$ cat src/core/pho_pkg.sv
package pho_pkg;

  // ----------------------------------------------------------------
  // register index map (byte address is four times the index)
  // ----------------------------------------------------------------
  localparam int          IDX_W          = 10;
  localparam logic [9:0]  IDX_LOCK_CFG   = 10'h018;  // lock detect setup
  localparam logic [9:0]  IDX_PIN_CTRL   = 10'h01a;  // lock pin source select
  localparam logic [9:0]  IDX_REF_CTRL   = 10'h01c;  // reference control
  localparam logic [9:0]  IDX_HOLD_CTRL  = 10'h01d;  // holdover control
  localparam logic [9:0]  IDX_MON_THR    = 10'h01f;  // monitor threshold select
  localparam logic [9:0]  IDX_CHAN0      = 10'h191;  // channel divider 0 control
  localparam logic [9:0]  IDX_CHAN1      = 10'h194;  // channel divider 1 control
  localparam logic [9:0]  IDX_CHAN2      = 10'h197;  // channel divider 2 control
  localparam logic [9:0]  IDX_CHAN3      = 10'h19a;  // channel divider 3 control
  localparam logic [9:0]  IDX_STATUS     = 10'h1f0;  // live status, read only
  localparam logic [9:0]  IDX_CHARGE_THR = 10'h1f1;  // charged lock pin trip count

  // ----------------------------------------------------------------
  // field positions
  // ----------------------------------------------------------------
  localparam int LK_CNT_LSB  = 5;  // two-bit lock detect counter
  localparam int LK_WIN_BIT  = 4;  // window range, 0 = high range
  localparam int LK_DIS_BIT  = 3;  // digital lock detector disable
  localparam int HO_CMP_BIT  = 3;  // lock pin comparator enable
  localparam int HO_EXT_BIT  = 1;  // 1 = manual holdover from the pin
  localparam int HO_EN_BIT   = 0;  // holdover enable
  localparam int RC_AUTO_BIT = 4;  // automatic switchover enable
  localparam int RC_PREF_BIT = 3;  // 1 = prefer second reference
  localparam int RC_BUF_LSB  = 1;  // two reference buffer enables
  localparam int CH_IGN_BIT  = 6;  // channel ignores the resync pin

  // writable bits per register; the rest read as zero
  localparam logic [7:0] LK_MASK  = 8'h78;
  localparam logic [7:0] PIN_MASK = 8'h3f;
  localparam logic [7:0] RC_MASK  = 8'h1e;
  localparam logic [7:0] HO_MASK  = 8'h0b;
  localparam logic [7:0] MON_MASK = 8'h03;
  localparam logic [7:0] CH_MASK  = 8'h40;

  // ----------------------------------------------------------------
  // reset values
  // ----------------------------------------------------------------
  localparam logic [7:0] CFG_RST        = 8'h00;
  localparam logic [7:0] CHARGE_THR_RST = 8'h20;

  // ----------------------------------------------------------------
  // lock pin source encodings
  // ----------------------------------------------------------------
  localparam logic [5:0] PIN_CHARGED = 6'h04;
  localparam logic [5:0] PIN_DIG     = 6'h01;
  localparam logic [5:0] PIN_ANA     = 6'h03;

  // ----------------------------------------------------------------
  // lock detector counts and phase windows
  // ----------------------------------------------------------------
  localparam logic [7:0] LK_CYC0       = 8'h05;  // encoding 00: five cycles
  localparam logic [7:0] LK_CYC1       = 8'h10;
  localparam logic [7:0] LK_CYC2       = 8'h40;
  localparam logic [7:0] LK_CYC3       = 8'hff;
  localparam logic [7:0] LOCK_THR_HI   = 8'h28;
  localparam logic [7:0] UNLOCK_THR_HI = 8'h50;
  localparam logic [7:0] LOCK_THR_LO   = 8'h0a;
  localparam logic [7:0] UNLOCK_THR_LO = 8'h14;

  // monitor thresholds in ref_clk cycles between input edges
  localparam logic [15:0] MON_NORM_CYC = 16'h0190;
  localparam logic [15:0] MON_EXT_CYC  = 16'h0fa0;

  localparam logic [1:0] RESP_OKAY   = 2'h0;
  localparam logic [1:0] RESP_SLVERR = 2'h2;

  // holdover sequencer
  typedef enum logic [2:0] {
    HS_RUN   = 3'h1,
    HS_HOLD  = 3'h2,
    HS_REARM = 3'h4
  } pho_hold_e;

endpackage

$ cat src/core/pho_freq_mon.sv
module pho_freq_mon (
  input  wire logic        ref_clk,
  input  wire logic        arst_n,
  input  wire logic        clk_en,
  input  wire logic        edge_in,
  input  wire logic [15:0] thresh,
  output logic             below
);

  // ----------------------------------------------------------------
  // state
  // ----------------------------------------------------------------
  typedef struct packed {
    logic [15:0] gap;    // cycles since the last input edge
    logic        below;  // input slower than the threshold
  } pho_mon_s;

  pho_mon_s mon_reg;
  pho_mon_s mon_next;

  // ----------------------------------------------------------------
  // gap counter; saturates so a dead input stays flagged
  // ----------------------------------------------------------------
  always_comb begin
    mon_next = mon_reg;
    if (edge_in) begin
      mon_next.gap   = 16'h0000;
      mon_next.below = 1'b0;  // any input edge clears the flag, however long the gap was
    end else begin
      if (mon_reg.gap != 16'hffff) begin
        mon_next.gap = mon_reg.gap + 16'h0001;
      end
      if (mon_reg.gap >= thresh) begin
        mon_next.below = 1'b1;
      end
    end
  end

  // register stage, frozen while the clock enable is low
  always_ff @(posedge ref_clk or negedge arst_n) begin
    if (!arst_n) begin
      mon_reg <= '0;
    end else if (clk_en) begin
      mon_reg <= mon_next;
    end
  end

  assign below = mon_reg.below;

endmodule

$ cat src/core/pho_holdover.sv
module pho_holdover #(
  parameter logic [15:0] MON_NORM = pho_pkg::MON_NORM_CYC,
  parameter logic [15:0] MON_EXT  = pho_pkg::MON_EXT_CYC
) (
  input  wire logic        ref_clk,
  input  wire logic        arst_n,
  input  wire logic        clk_en,
  input  wire logic [11:0] s_axi_awaddr,
  input  wire logic        s_axi_awvalid,
  output logic             s_axi_awready,
  input  wire logic [31:0] s_axi_wdata,
  input  wire logic [3:0]  s_axi_wstrb,
  input  wire logic        s_axi_wvalid,
  output logic             s_axi_wready,
  output logic [1:0]       s_axi_bresp,
  output logic             s_axi_bvalid,
  input  wire logic        s_axi_bready,
  input  wire logic [11:0] s_axi_araddr,
  input  wire logic        s_axi_arvalid,
  output logic             s_axi_arready,
  output logic [31:0]      s_axi_rdata,
  output logic [1:0]       s_axi_rresp,
  output logic             s_axi_rvalid,
  input  wire logic        s_axi_rready,
  input  wire logic        sync_n,
  input  wire logic        ref_a_edge,
  input  wire logic        ref_b_edge,
  input  wire logic        vco_edge,
  input  wire logic        active_ref_second,
  input  wire logic        pfd_cycle,
  input  wire logic [7:0]  pfd_phase_err,
  input  wire logic        ana_lock,
  output logic             cp_tristate,
  output logic             swallow_reset,
  output logic [3:0]       chan_off,
  output logic             lock_pin,
  output logic             dig_locked,
  output logic [2:0]       freq_low,
  output logic             auto_switch_en,
  output logic             prefer_second,
  output logic [1:0]       ref_buf_en
);

  // ----------------------------------------------------------------
  // state record
  // ----------------------------------------------------------------
  typedef struct packed {
    pho_pkg::pho_hold_e hst;         // holdover sequencer
    logic               cp_tri;      // charge pump floated
    logic               swallow;     // one-cycle swallow counter reset
    logic               sync_prev;   // pin level one cycle ago
    logic [3:0]         chan_off;    // distribution outputs off
    logic [7:0]         lk_cnt;      // consecutive in-window cycles
    logic               dig;         // digital lock state
    logic [7:0]         charge;      // charged lock pin level
    logic               lock_pin;    // muxed lock indicator level
    logic [2:0]         freq_low;    // monitor flags, registered again
    logic [7:0]         lk_cfg;      // lock detect setup
    logic [7:0]         pin_ctrl;    // lock pin source
    logic [7:0]         ref_ctrl;    // reference control
    logic [7:0]         hold_ctrl;   // holdover control
    logic [7:0]         mon_thr;     // monitor threshold select
    logic [7:0]         charge_thr;  // charged pin trip count
    logic [3:0][7:0]    chan_cfg;    // channel divider controls
    logic               aw_got;      // write address held
    logic [9:0]         aw_idx;      // held write index
    logic               w_got;       // write data held
    logic [7:0]         wdata;       // held low byte
    logic               wstrb0;      // low byte lane enabled
    logic               awready;
    logic               wready;
    logic               bvalid;
    logic [1:0]         bresp;
    logic               arready;
    logic               rvalid;
    logic [1:0]         rresp;
    logic [31:0]        rdata;
  } pho_core_s;

  pho_core_s r_reg;
  pho_core_s r_next;
  logic [2:0] mon_below;    // raw monitor flags
  logic [2:0] mon_edges;    // edges fed to the monitors
  logic [2:0] mon_ext;      // extended threshold per monitor

  assign mon_edges = {vco_edge, ref_b_edge, ref_a_edge};
  // vco monitor has only the normal threshold
  assign mon_ext   = {1'b0, r_reg.mon_thr[1:0]};

  // ----------------------------------------------------------------
  // frequency monitors, one per watched input
  // ----------------------------------------------------------------
  for (genvar gi = 0; gi < 3; gi++) begin : g_mon
    pho_freq_mon u_mon (
      .ref_clk (ref_clk),
      .arst_n  (arst_n),
      .clk_en  (clk_en),
      .edge_in (mon_edges[gi]),
      .thresh  (mon_ext[gi] ? MON_EXT : MON_NORM),
      .below   (mon_below[gi])
    );
  end

  // ----------------------------------------------------------------
  // next state
  // ----------------------------------------------------------------
  always_comb begin
    logic        ho_en;
    logic        manual;
    logic        cmp_en;
    logic        lk_sense;
    logic        sel_edge;
    logic        sync_fall;
    logic        trigger;
    logic        release_ok;
    logic [7:0]  need;
    logic [7:0]  lk_thr;
    logic [7:0]  unlk_thr;
    logic        pin_src;
    logic        wr_ok;
    logic        rd_ok;
    logic [7:0]  wbyte;
    logic [9:0]  ar_idx;
    logic [31:0] rword;
    r_next     = r_reg;
    ho_en      = r_reg.hold_ctrl[pho_pkg::HO_EN_BIT];
    manual     = r_reg.hold_ctrl[pho_pkg::HO_EXT_BIT];
    cmp_en     = r_reg.hold_ctrl[pho_pkg::HO_CMP_BIT];
    lk_sense   = cmp_en ? r_reg.lock_pin : 1'b1;
    sel_edge   = active_ref_second ? ref_b_edge : ref_a_edge;
    sync_fall  = r_reg.sync_prev & ~sync_n;
    trigger    = manual ? sync_fall : ~lk_sense;
    release_ok = sel_edge & (manual ? sync_n : 1'b1);
    need       = 8'h00;
    lk_thr     = 8'h00;
    unlk_thr   = 8'h00;
    pin_src    = 1'b0;
    wr_ok      = 1'b1;
    rd_ok      = 1'b1;
    wbyte      = 8'h00;
    ar_idx     = s_axi_araddr[11:2];
    rword      = 32'h0000_0000;
    r_next.sync_prev = sync_n;
    r_next.swallow   = 1'b0;
    r_next.freq_low  = mon_below;

    // channels not told to ignore the pin go dark while it is low
    for (int ci = 0; ci < 4; ci++) begin
      r_next.chan_off[ci] = ~sync_n & ~r_reg.chan_cfg[ci][pho_pkg::CH_IGN_BIT];
    end

    // digital lock detector, evaluated once per phase comparison
    case (r_reg.lk_cfg[pho_pkg::LK_CNT_LSB +: 2])
      2'h0:    need = pho_pkg::LK_CYC0;
      2'h1:    need = pho_pkg::LK_CYC1;
      2'h2:    need = pho_pkg::LK_CYC2;
      default: need = pho_pkg::LK_CYC3;
    endcase
    if (!r_reg.lk_cfg[pho_pkg::LK_WIN_BIT]) begin
      lk_thr   = pho_pkg::LOCK_THR_HI;
      unlk_thr = pho_pkg::UNLOCK_THR_HI;
    end else begin
      lk_thr   = pho_pkg::LOCK_THR_LO;
      unlk_thr = pho_pkg::UNLOCK_THR_LO;
    end
    if (r_reg.lk_cfg[pho_pkg::LK_DIS_BIT]) begin
      r_next.dig    = 1'b0;
      r_next.lk_cnt = 8'h00;
    end else if (pfd_cycle) begin
      if (r_reg.dig) begin
        // the wider unlock window keeps the flag from chattering
        if (pfd_phase_err > unlk_thr) begin
          r_next.dig    = 1'b0;
          r_next.lk_cnt = 8'h00;
        end
      end else if (pfd_phase_err <= lk_thr) begin
        r_next.lk_cnt = r_reg.lk_cnt + 8'h01;
        if (r_reg.lk_cnt + 8'h01 >= need) begin
          r_next.dig = 1'b1;
        end
      end else begin
        r_next.lk_cnt = 8'h00;  // a miss restarts the count
      end
    end

    // charged lock pin: any lock dropout empties it at once
    if (!r_reg.dig) begin
      r_next.charge = 8'h00;
    end else if (r_reg.charge != 8'hff) begin
      r_next.charge = r_reg.charge + 8'h01;
    end

    // lock pin source select; unknown patterns read low
    case (r_reg.pin_ctrl[5:0])
      pho_pkg::PIN_CHARGED: pin_src = (r_reg.charge >= r_reg.charge_thr);
      pho_pkg::PIN_DIG:     pin_src = r_reg.dig;
      pho_pkg::PIN_ANA:     pin_src = ana_lock;
      default:              pin_src = 1'b0;
    endcase
    r_next.lock_pin = pin_src;

    // holdover sequencer
    case (r_reg.hst)
      pho_pkg::HS_RUN: begin
        if (ho_en && trigger) begin
          r_next.cp_tri = 1'b1;
          r_next.hst    = pho_pkg::HS_HOLD;
        end
      end
      pho_pkg::HS_HOLD: begin
        // without a reference edge the pump stays floated unless the holdover enable is cleared
        if (release_ok) begin
          r_next.cp_tri  = 1'b0;
          r_next.swallow = 1'b1;
          r_next.hst     = (!manual && cmp_en) ? pho_pkg::HS_REARM : pho_pkg::HS_RUN;
        end
      end
      pho_pkg::HS_REARM: begin
        // lock must come back before automatic entry is armed again
        if (manual || lk_sense) begin
          r_next.hst = pho_pkg::HS_RUN;
        end
      end
      default: begin
        r_next.hst    = pho_pkg::HS_RUN;
        r_next.cp_tri = 1'b0;
      end
    endcase
    if (!ho_en) begin
      r_next.hst    = pho_pkg::HS_RUN;
      r_next.cp_tri = 1'b0;
    end

    // register bus: write address and data, taken in either order
    if (s_axi_awvalid && r_reg.awready) begin
      r_next.aw_got = 1'b1;
      r_next.aw_idx = s_axi_awaddr[11:2];
    end
    if (s_axi_wvalid && r_reg.wready) begin
      r_next.w_got  = 1'b1;
      r_next.wdata  = s_axi_wdata[7:0];
      r_next.wstrb0 = s_axi_wstrb[0];
    end
    if (s_axi_bvalid && s_axi_bready) begin
      r_next.bvalid = 1'b0;
    end
    if (r_reg.aw_got && r_reg.w_got && !r_reg.bvalid) begin
      wbyte = r_reg.wdata;
      case (r_reg.aw_idx)
        pho_pkg::IDX_LOCK_CFG:   if (r_reg.wstrb0) r_next.lk_cfg = wbyte & pho_pkg::LK_MASK;
        pho_pkg::IDX_PIN_CTRL:   if (r_reg.wstrb0) r_next.pin_ctrl = wbyte & pho_pkg::PIN_MASK;
        pho_pkg::IDX_REF_CTRL:   if (r_reg.wstrb0) r_next.ref_ctrl = wbyte & pho_pkg::RC_MASK;
        pho_pkg::IDX_HOLD_CTRL:  if (r_reg.wstrb0) r_next.hold_ctrl = wbyte & pho_pkg::HO_MASK;
        pho_pkg::IDX_MON_THR:    if (r_reg.wstrb0) r_next.mon_thr = wbyte & pho_pkg::MON_MASK;
        pho_pkg::IDX_CHARGE_THR: if (r_reg.wstrb0) r_next.charge_thr = wbyte;
        pho_pkg::IDX_CHAN0:      if (r_reg.wstrb0) r_next.chan_cfg[0] = wbyte & pho_pkg::CH_MASK;
        pho_pkg::IDX_CHAN1:      if (r_reg.wstrb0) r_next.chan_cfg[1] = wbyte & pho_pkg::CH_MASK;
        pho_pkg::IDX_CHAN2:      if (r_reg.wstrb0) r_next.chan_cfg[2] = wbyte & pho_pkg::CH_MASK;
        pho_pkg::IDX_CHAN3:      if (r_reg.wstrb0) r_next.chan_cfg[3] = wbyte & pho_pkg::CH_MASK;
        pho_pkg::IDX_STATUS:     wr_ok = 1'b1;  // read only, write ignored
        default:                 wr_ok = 1'b0;
      endcase
      r_next.bvalid = 1'b1;
      r_next.bresp  = wr_ok ? pho_pkg::RESP_OKAY : pho_pkg::RESP_SLVERR;
      r_next.aw_got = 1'b0;
      r_next.w_got  = 1'b0;
    end
    // channels close while a word is held or a response is owed
    r_next.awready = ~r_next.aw_got & ~r_next.bvalid;
    r_next.wready  = ~r_next.w_got & ~r_next.bvalid;

    // register bus: read, one outstanding at a time
    if (s_axi_rvalid && s_axi_rready) begin
      r_next.rvalid = 1'b0;
    end
    if (s_axi_arvalid && r_reg.arready) begin
      case (ar_idx)
        pho_pkg::IDX_LOCK_CFG:   rword = {24'h000000, r_reg.lk_cfg};
        pho_pkg::IDX_PIN_CTRL:   rword = {24'h000000, r_reg.pin_ctrl};
        pho_pkg::IDX_REF_CTRL:   rword = {24'h000000, r_reg.ref_ctrl};
        pho_pkg::IDX_HOLD_CTRL:  rword = {24'h000000, r_reg.hold_ctrl};
        pho_pkg::IDX_MON_THR:    rword = {24'h000000, r_reg.mon_thr};
        pho_pkg::IDX_CHARGE_THR: rword = {24'h000000, r_reg.charge_thr};
        pho_pkg::IDX_CHAN0:      rword = {24'h000000, r_reg.chan_cfg[0]};
        pho_pkg::IDX_CHAN1:      rword = {24'h000000, r_reg.chan_cfg[1]};
        pho_pkg::IDX_CHAN2:      rword = {24'h000000, r_reg.chan_cfg[2]};
        pho_pkg::IDX_CHAN3:      rword = {24'h000000, r_reg.chan_cfg[3]};
        pho_pkg::IDX_STATUS:     rword = {16'h0000, r_reg.charge, r_reg.freq_low,
                                          r_reg.hst == pho_pkg::HS_REARM, r_reg.lock_pin,
                                          r_reg.dig, r_reg.hst == pho_pkg::HS_HOLD,
                                          r_reg.cp_tri};
        default:                 rd_ok = 1'b0;
      endcase
      r_next.rvalid = 1'b1;
      r_next.rdata  = rword;
      r_next.rresp  = rd_ok ? pho_pkg::RESP_OKAY : pho_pkg::RESP_SLVERR;
    end
    r_next.arready = ~r_next.rvalid;
  end

  // ----------------------------------------------------------------
  // state register, frozen while the clock enable is low
  // ----------------------------------------------------------------
  always_ff @(posedge ref_clk or negedge arst_n) begin
    if (!arst_n) begin
      r_reg            <= '0;
      r_reg.hst        <= pho_pkg::HS_RUN;
      r_reg.sync_prev  <= 1'b1;  // idle pin level avoids a false fall
      r_reg.lk_cfg     <= pho_pkg::CFG_RST;
      r_reg.pin_ctrl   <= pho_pkg::CFG_RST;
      r_reg.ref_ctrl   <= pho_pkg::CFG_RST;
      r_reg.hold_ctrl  <= pho_pkg::CFG_RST;
      r_reg.mon_thr    <= pho_pkg::CFG_RST;
      r_reg.charge_thr <= pho_pkg::CHARGE_THR_RST;
    end else if (clk_en) begin
      r_reg <= r_next;
    end
  end

  // ----------------------------------------------------------------
  // outputs, all straight from the state register
  // ----------------------------------------------------------------
  assign s_axi_awready  = r_reg.awready;
  assign s_axi_wready   = r_reg.wready;
  assign s_axi_bvalid   = r_reg.bvalid;
  assign s_axi_bresp    = r_reg.bresp;
  assign s_axi_arready  = r_reg.arready;
  assign s_axi_rvalid   = r_reg.rvalid;
  assign s_axi_rdata    = r_reg.rdata;
  assign s_axi_rresp    = r_reg.rresp;
  assign cp_tristate    = r_reg.cp_tri;
  assign swallow_reset  = r_reg.swallow;
  assign chan_off       = r_reg.chan_off;
  assign lock_pin       = r_reg.lock_pin;
  assign dig_locked     = r_reg.dig;
  assign freq_low       = r_reg.freq_low;
  assign auto_switch_en = r_reg.ref_ctrl[pho_pkg::RC_AUTO_BIT];
  assign prefer_second  = r_reg.ref_ctrl[pho_pkg::RC_PREF_BIT];
  assign ref_buf_en     = r_reg.ref_ctrl[pho_pkg::RC_BUF_LSB +: 2];

endmodule

$ cat config.mk
export PLATFORM = sky130hd
export DESIGN_NAME = pho_holdover
export DESIGN_NICKNAME = d
export VERILOG_FILES = /design/src/core/pho_pkg.sv /design/src/core/pho_freq_mon.sv /design/src/core/pho_holdover.sv
export SDC_FILE = /design/constraint.sdc
export NUM_CORES = 1
export LEC_CHECK = 0
export ABC_AREA = 1
export BUFFER_PORTS_ARGS = -buffer_cell sky130_fd_sc_hd__buf_2
export CORE_ASPECT_RATIO = 1.25
export CORE_UTILIZATION = 40
export DETAILED_ROUTE_END_ITERATION = 8
export MAX_ROUTING_LAYER = met4
export SYNTH_ARGS = -nofsm -noshare
export SYNTH_HDL_FRONTEND = slang
export SYNTH_SLANG_ARGS = --single-unit
$ cat constraint.sdc
create_clock -name ref_clk -period 4.1 [get_ports ref_clk]
set_input_delay 0.615 -clock ref_clk [delete_from_list [all_inputs] [get_ports ref_clk]]
set_output_delay 0.615 -clock ref_clk [all_outputs]
set_load 0.01 [all_outputs]
### After elaboration in Yosys (flattened, before gate mapping)

Index checks and enable logic that the tools add are counted.

| storage, ports and cells | value |
|---|---|
| memories kept | 0 |
| input bits | 83 |
| flip-flop bits (word level) | 175 |
| latch bits | 0 |
| RAM bits | 0 |
| ROM bits | 0 |
| word-level logic and storage cells | 207 |

| operators by class | value |
|---|---|
| $lt $le $gt $ge | 7 |
| shifts and indexed selects | 0 |
| multiply operators | 0 |
| multiplexer cells | 51 |
| $add $sub $neg | 5 |
| bitwise operators | 18 |
| equal/unequal tests | 40 |
| reductions and logical operators | 47 |
| divide/modulo/power cells | 0 |

Operator list:

| kind | count |
|---|---|
| one-hot mux 16 bit (11 select lines) | 1 |
| equality test 10 x 9 -> 1 bit, second input constant | 12 |
| equality test 10 x 5 -> 1 bit, second input constant | 10 |
| 2-to-1 mux 17 bit | 3 |
| adder 16 x 1 -> 16 bit, second input constant | 3 |
| 2-to-1 mux 16 bit | 3 |
| != test 16 bit, second input constant | 3 |
| AND reduction 4 bit | 12 |
| 2-to-1 mux 9 bit | 4 |
| 2-to-1 mux 35 bit | 1 |
| >= comparator 16 x 12 -> 1 bit | 2 |
| 2-to-1 mux 12 bit | 2 |
| 2-to-1 mux 8 bit | 3 |
| one-hot mux 8 bit (3 select lines) | 1 |
| AND reduction 2 bit | 12 |
| OR reduction 11 bit | 2 |
| 2-to-1 mux 1 bit | 18 |
| adder 8 x 1 -> 8 bit, second input constant | 2 |
| >= comparator 16 x 9 -> 1 bit, second input constant | 1 |
| >= comparator 8 bit | 2 |
| nonzero test 2 bit | 7 |
| 2-to-1 mux 11 bit | 1 |
| 2-to-1 mux 10 bit | 1 |
| inverter 1 bit | 10 |
| other kinds (29) | 52 |

### Longest topological paths before layout

Gate-level depths: netlist of the first run.

| logic depth | value |
|---|---|
| depth after elaboration | 8 |
| gate-level depth with buffers | 13 |
| gate-level depth less buffers | 13 |

### Hierarchy

A second synthesis of the first run with hierarchy kept.

| unflattened totals | value |
|---|---|
| cells, all modules | 1450 |
| area, all modules | 10810.4 µm² |

By module, submodules not included:

| module | area an instance (µm²) | times used | sequential area each (µm²) | cells an instance |
|---|---|---|---|---|
| pho_holdover | 6283.5 | 1 | 2656.3 | 805 |
| pho_freq_mon | 1508.9 | 3 | 425.4 | 215 |

### Worst setup path after synthesis of the first run

No wires, ideal clock.

| timing | value |
|---|---|
| path type | reg2reg |
| from | reg r_reg[155] in the netlist's numbering |
| to | reg r_reg, in the netlist dig_locked |
| buffers on the path | 0 |
| library setup time | 77 ps |
| path slack | 2236 ps |
| stages on the path, launching flop included | 14 |
| data required time | 4023 ps |
| arrival time | 1787 ps |
| path through | dfrtp_1 ha_1 nand2_1 nor2_1 nand2_1 xor2_1 inv_1 ha_1 nand2_1 nor2_1 nand4_1 nand3_1 nand2_1 a21oi_1 |

| on the way | value |
|---|---|
| longest elaborated chain between the ends | 7 |

Ends and longest elaborated chain:

| what | RTL line | RTL |
|---|---|---|
| start, declared | pho_holdover.sv:80 | `pho_core_s r_reg;` |
| start signal, assigned | pho_holdover.sv:316 | `r_reg <= r_next;` |
| adder 8 x 1 -> 8 bit | pho_holdover.sv:178 | `if (r_reg.lk_cnt + 8'h01 >= need) begin` |
| >= comparator 8 bit | pho_holdover.sv:178 |  |
| 2-to-1 mux 1 bit | pho_holdover.sv:178 |  |
| 2-to-1 mux 1 bit | pho_holdover.sv:176 | `end else if (pfd_phase_err <= lk_thr) begin` |
| 2-to-1 mux 9 bit | pho_holdover.sv:170 | `if (r_reg.dig) begin` |
| 2-to-1 mux 9 bit | pho_holdover.sv:169 | `end else if (pfd_cycle) begin` |
| 2-to-1 mux 9 bit | pho_holdover.sv:166 | `if (r_reg.lk_cfg[pho_pkg::LK_DIS_BIT]) begin` |

Every way passes these cells. The select of a mux whose other input is x is not followed.
A chain may end at the register's enable or synchronous reset.

### Worst setup path after layout of the first run

| timing | value |
|---|---|
| from | reg g_mon[1].u_mon.mon_reg[1] in the netlist's numbering |
| to | reg g_mon[1].u_mon.mon_reg[1] in the netlist's numbering |

| on the way | value |
|---|---|
| longest elaborated chain between the ends | 3 |

Ends and longest elaborated chain:

| what | RTL line | RTL |
|---|---|---|
| start, declared | pho_freq_mon.sv:18 | `pho_mon_s mon_reg;` |
| start signal, assigned | pho_freq_mon.sv:44 | `mon_reg <= mon_next;` |
| adder 16 x 1 -> 16 bit / != test 16 bit (equally long branches) | pho_freq_mon.sv:31, pho_freq_mon.sv:30 |  |
| 2-to-1 mux 16 bit / nonzero test 2 bit (equally long branches) | - |  |
| 2-to-1 mux 17 bit / AND reduction 2 bit (equally long branches) | - |  |

Several ways; a longest one is shown, not always the timed one. The select of a mux whose other input is x is not followed.

==> impl_metrics.ini, run 1 <==
[synthesis]
synth_cells = 1323
synth_area_leader_cell = dfrtp_1
synth_edf_count = 0
synth_area_leaders = dfrtp_1 (40%), nand2_1 (13%), inv_1 (6.4%)
synth_seq_cells = 157
synth-seq-area-share_pct = 40.5
ys_types = 45
netlist_area_um2 = 9720
synth_top_area_share_pct = 39.7
avgSynthCellArea_um2 = 7.34
yosys_warnings = 0
ys.flop_type = dfrtp_1
async_flop_share_pct = 100

[worst_setup_path]
reg2reg_from = g_mon[1].u_mon.mon_reg[1]
regToRegSetupSlack_ns = 1.81
path_max_fanout = 22
worstPathArrival_ns = 2.59
path_class = register to register
crit_start = g_mon[1].u_mon.mon_reg[1]
startpoint_type = register
end_kind = register
crit_required_ns = 4.41
r2r.worst_path.cells = 10

[run]
cap_viol_max_count = 0

[cts]
htreeDepth = 4
clock_latency_ns = 0.43
clock-root-buffer = clkbuf_16
cts_inserted_buffers = 17
postCtsResizedCells = 0
cts_buffer_depth = 2
cts_tree = yes
holdBufCountCts = 0
cts.sinks = 157
postCtsSetupBuffers = 0
clk_pin_slew_ns = 0.07

[hold_path]
hp-class = input port to asynchronous set/reset pin

[run_status]
outcome = finished, final reports clean

[sta]
fmax_ghz = 0.438
min_period_ns = 2.29
maxSlewViolCount = 0
fin_ws_ns = 1.81
slew_headroom_pct = 32.0
worst_pin_slew_ns = 1.02
rsz0062_at_grt = no
finalSetupViolations = 0
setup-tns-final_ns = 0
finalHoldViolations = 0
min_period_over_period_pct = 55.7
clock_skew_ns = 0.00997

[pwr]
power_density_nw_per_um2 = 377
p_sw_uw = 1260
seqPwrFrac_pct = 44.7
peakVddDrop_mv = 0.267
clkPwrFrac_pct = 40.2
p_int_uw = 2800
power.share.switching_pct = 31.0
leakagePower_uw = 0.00527
total_power_uw = 4070
p_comb_share_pct = 15.1

[global_routing]
grt_pass1_vias = 8000
grt_use_total_pct = 20.5
grt_start_max_net_pins = 88
grt_pass1_wl_um = 39500
overflow = 0
antenna_found_initial = 1

[route]
drt-pass1-iter-count = 5
drt_wl_total_um = 23600
ant_nets = 0
drt_iter0_markers = 412
vias_per_cell = 4.95
drc_errors = 0
vias = 8502
wl_per_cell_um = 13.7

[placed_design]
dp_hpwl_um = 17700
dp_slack_ns = 1.43
port-buffer-count = 89
place_congestion = 0.932
dpl.cell_count = 1686
placed_area_um2 = 10200

[layout]
finalNonFillerCells = 1719
final_common_cell = nand2_1
fin_area_um2 = 10800
layout.nets = 1504
largest_reg_flops = 66
layout_common_cells = nand2_1 (344), inv_1 (166), dfrtp_1 (154)
drive_gt1_share_pct = 12.2
syn_to_final_growth_pct = 11.2

[floorplanning]
num_io_pins = 139
die_area_um2 = 24900
die_h_um = 176
start_util_pct = 40.8
die_x_um = 141
rows = 63
coreArea_um2 = 23800
==> path summary, 6_finish.rpt <==
check	end
max in group asynchronous	r_reg[99]
min in group ref_clk	r_reg[44]
worst max-delay path	g_mon[1].u_mon.mon_reg[1]
worst max register to register	g_mon[1].u_mon.mon_reg[1]
worst min-delay path	r_reg[161]
worst min register to register	s_axi_rdata[10]
==> routing by layer <==
layer / global-route usage [%] / up-vias / share of wire, %
met3: 3.12 / 23 / 3.6
met2: 34.8 / 162 / 49
met1: 25.4 / 3971 / 46
li1: - / 4346 / -
met5: - / - / 0
met4: 5.47 / 0 / 1.3
==> power by group through the flow <==
stage / Clock [µW] / Sequential [µW] / Combinational [µW]
final: 1640 / 1820 / 614
after global routing: 1730 / 1840 / 715
after CTS: 1670 / 1820 / 626
after detailed placement: 0 / 1840 / 618
after global placement: 0 / 1840 / 611
after floorplan: 0 / 1820 / 431
==> worst max-delay path, stage by stage, from the launching register on <==
cell and delay (ns):
dfrtp_1 0.37, ha_1 0.18, nand2_1 0.08, inv_1 0.06, nand2_1 0.10, nor2_1 0.19
nand3_1 0.10, nand2_1 0.49, inv_1 0.35, nand3_1 0.14, o21ai_1 0.08
==> cells in the mapped netlist, types with 6 or more instances <==
library cell	instances
o21ai_2	11
nor2_1	132
inv_1	166
ha_1	41
nand4_1	41
buf_2	8
nor3_1	27
nand2_1	344
dfrtp_1	154
buf_4	49
o31ai_1	11
o21ai_1	17
nand3_1	103
a21oi_1	27
xor2_1	16
or2_2	6
o21ai_0	112
clkbuf_1	10
==> area by class of cell <==
| class | instances | area (µm²) |
|---|---|---|
| clock inverters | 15 | 174 |
| flip-flops and latches | 157 | 3930 |
| diodes | 1 | 2.50 |
| well taps | 325 | 407 |
| inverters | 171 | 647 |
| multi-input cells | 941 | 4720 |
| repair buffers | 92 | 487 |
| fillers | 2495 | 13000 |
| clock buffers | 17 | 425 |
==> cell families after synthesis <==
family | synth area share, %
xor gates and xnor gates | 1.44
other | 0.0386
muxes | 0.103
DFF | 40.5
adders and majority gates | 5.28
AOI/OAI and AO/OA | 10.9
and+or+nand+nor | 30.2
buffers and inverters | 11.6
==> metrics by stage <==
stage | utilization, % | hold WS (ns)
2_1_floorplan | - | 0.319
3_3_place_gp | 42.8 | 0.460
3_5_place_dp | 42.8 | 0.464
4_1_cts | 45.4 | 0.278
5_1_grt | 45.4 | 0.319
6_report | 45.4 | 0.211
Note: power is estimated with default switching activity, not from simulation.
==> inputs of run 2 (changes only) <==
ABC_AREA = 0   (was 1)
clock period = 2.2 ns   (was 4.1 ns; I/O delays follow)
==> run 2 against run 1 <==
Combinational power grew 89%. Synthesized cell count decreased by 30%. Setup slack worse by 1.7 ns. Register-to-register slack got worse by 1.7 ns. Clock skew shrank 0.0021 ns. First-iteration DRC count shrank 15%. Critical path depth fell by 4. Non-clock buffer count grew 43. Cell count down 24%. Flip-flop and latch count is the same. Count of clock-buffer cells in the layout grew 3. Critical path type unchanged. Largest power group unchanged. Highest routed layer unchanged.
==> impl_metrics.ini, run 2 <==
[route]
drt_iter0_markers = 352
drt-pass1-iter-count = 5
drt_wl_total_um = 22200
vias = 7276
wl_per_cell_um = 16.9
ant_nets = 0
drc_errors = 0
vias_per_cell = 5.55

[layout]
utilization_pct = 47.2
final_common_cell = dfrtp_1
syn_to_final_growth_pct = 15.6
drive_gt1_share_pct = 24.4
layout_common_cells = dfrtp_1 (153), buf_2 (88), nand2_1 (72)
finalNonFillerCells = 1312
largest_reg_flops = 66
layout.nets = 1138
num-fill-cells = 2111

[cts]
clk_pin_slew_ns = 0.06
cts_buffer_depth = 2
clock_latency_ns = 0.42
htreeDepth = 4
postCtsSetupBuffers = 0
cts.sinks = 157
cts_inserted_buffers = 17
cts_tree = yes
clock-root-buffer = clkbuf_16

[global_routing]
busiest_layer = met2
grt_pass1_vias = 6976
use_met1_pct = 25.8
grtUsageMet2_pct = 33.2
antenna_found_initial = 2
grt_pass1_wl_um = 36300
overflow = 0
grt_start_max_net_pins = 43
use_met3_pct = 3.32
grt_use_total_pct = 20.7

[sta]
fin_ws_ns = 0.0902
min_period_over_period_pct = 95.9
fmax_ghz = 0.474
maxSlewViolCount = 0
worst_pin_slew_ns = 0.532
min_period_ns = 2.11
finalSetupViolations = 0
clock_skew_ns = 0.00782
slew_headroom_pct = 64.4
finalHoldViolations = 0

[worst_setup_path]
path_max_fanout = 12
regToRegSetupSlack_ns = 0.09
path_class = register to register
r2r.worst_path.cells = 6
worstPathArrival_ns = 2.46
end_kind = register
startpoint_type = register
timing.rr.end = r_reg[160]
crit_required_ns = 2.55
reg2reg_from = r_reg[138]

[pwr]
power_density_nw_per_um2 = 724
total_power_uw = 7600
leakagePower_uw = 0.00483
peakVddDrop_mv = 0.559

[synthesis]
synth_common_cells = dfrtp_1 (154), nand2_1 (72), nor2_1 (69), mux2_2 (59), o21ai_0 (52)
async_flop_share_pct = 100
synth-seq-area-share_pct = 43.2
netlist_area_um2 = 9090
synth_top_area_share_pct = 42.4
ys_types = 79
synth_edf_count = 0
synth_seq_cells = 157
avgSynthCellArea_um2 = 9.88
yosys.cell_count.top_type = dfrtp_1
synth_cells = 920
ys.flop_type = dfrtp_1
synth_area_leaders = dfrtp_1 (42%), mux2_2 (7.3%), ha_1 (5.6%)
yosys_warnings = 0
synth_area_leader_cell = dfrtp_1

[floorplanning]
start_util_pct = 40.8
num_io_pins = 139
die_x_um = 137
die_h_um = 171
rows = 61
coreArea_um2 = 22300
die_area_um2 = 23300

[placed_design]
place_congestion = 0.900
port-buffer-count = 89
dpl.cell_count = 1277
dp_hpwl_um = 16900
dp_slack_ns = -0.00251

[hold_path]
min_path_cells = 2
hold_start = s_axi_awaddr[7]
whs_endpoint = r_reg[56]
hp-class = input port to register

[run_status]
outcome = finished, final reports clean

[run]
cap_viol_max_count = 0
==> run 2: per-layer routing <==
metal / wire length [µm] / up-vias
li1: - / 3503
met2: 10900 / 176
met4: 484 / 0
met5: 0 / -
met3: 915 / 26
met1: 9910 / 3571
==> run 2: cell families (layout without fill, tap and decap cells) <==
logic type / Yosys count / after routing / synth area share [%]
simple gates: 311 / 311 / 18.2
compound gates: 191 / 191 / 14.6
flops: 157 / 157 / 43.2
buf+inv: 118 / 208 / 6.76
mux: 70 / 70 / 8.52
fa+ha+maj: 41 / 41 / 5.64
xor+xnor: 31 / 31 / 2.99
other cells: 1 / 20 / 0.0412
==> run 2: worst max-delay path by stage <==
stage	slack, ns	from	to
final	0.09	r_reg[138]	r_reg[160]
after floorplan	0.20	r_reg[56]	r_reg[137]
after global routing	-0.002	r_reg[155]	dig_locked
after detailed placement	-0.003	r_reg[138]	r_reg[160]
after global placement	0.07	r_reg[138]	r_reg[160]
after CTS	0.09	r_reg[55]	mon_ext[0]
==> run 2: area by class of cell <==
class | count | area (µm²) | area share (%)
Clock buffer | 20 | 447 | 4.25
Multi-Input combinational cell | 662 | 4660 | 44.3
Timing Repair Buffer | 135 | 837 | 7.97
Inverter | 41 | 154 | 1.46
Sequential cell | 157 | 3930 | 37.4
Antenna cell | 2 | 5.00 | 0.0476
Tap cell | 283 | 354 | 3.37
Clock inverter | 12 | 120 | 1.14
==> run 2: power breakdown <==
group	leakage [µW]	internal, µW	switching (µW)
Clock	0.000283	1690	1160
Sequential	0.00209	3200	384
Combinational	0.00246	559	605
==> run 2: repair_timing <==
action | 4_1_cts | 5_1_grt
hold buffers | 1 | 0
endpoints found under the hold margin | 37 | 0
setup endpoints to repair | 1 | 16
cloned | 0 | 0
gates resized for setup | 1 | 7
==> run 2: stage by stage <==
stage,hold WS (ns),instance area [µm²],setup TNS (ns)
2_1_floorplan,0.0344,9160,0
3_3_place_gp,0.301,9880,0
3_5_place_dp,0.310,9880,-0.00251
4_1_cts,0.118,10500,0
5_1_grt,0.121,10500,-0.00248
6_report,0.139,10500,0
==> run 2: critical path, cell delays in order (launching register included) <==
cell	delay, ns
dfrtp_2	0.46
ha_1	0.38
a31o_2	0.21
a221oi_4	0.08
buf_4	0.18
or4b_2	0.60
mux2i_1	0.13
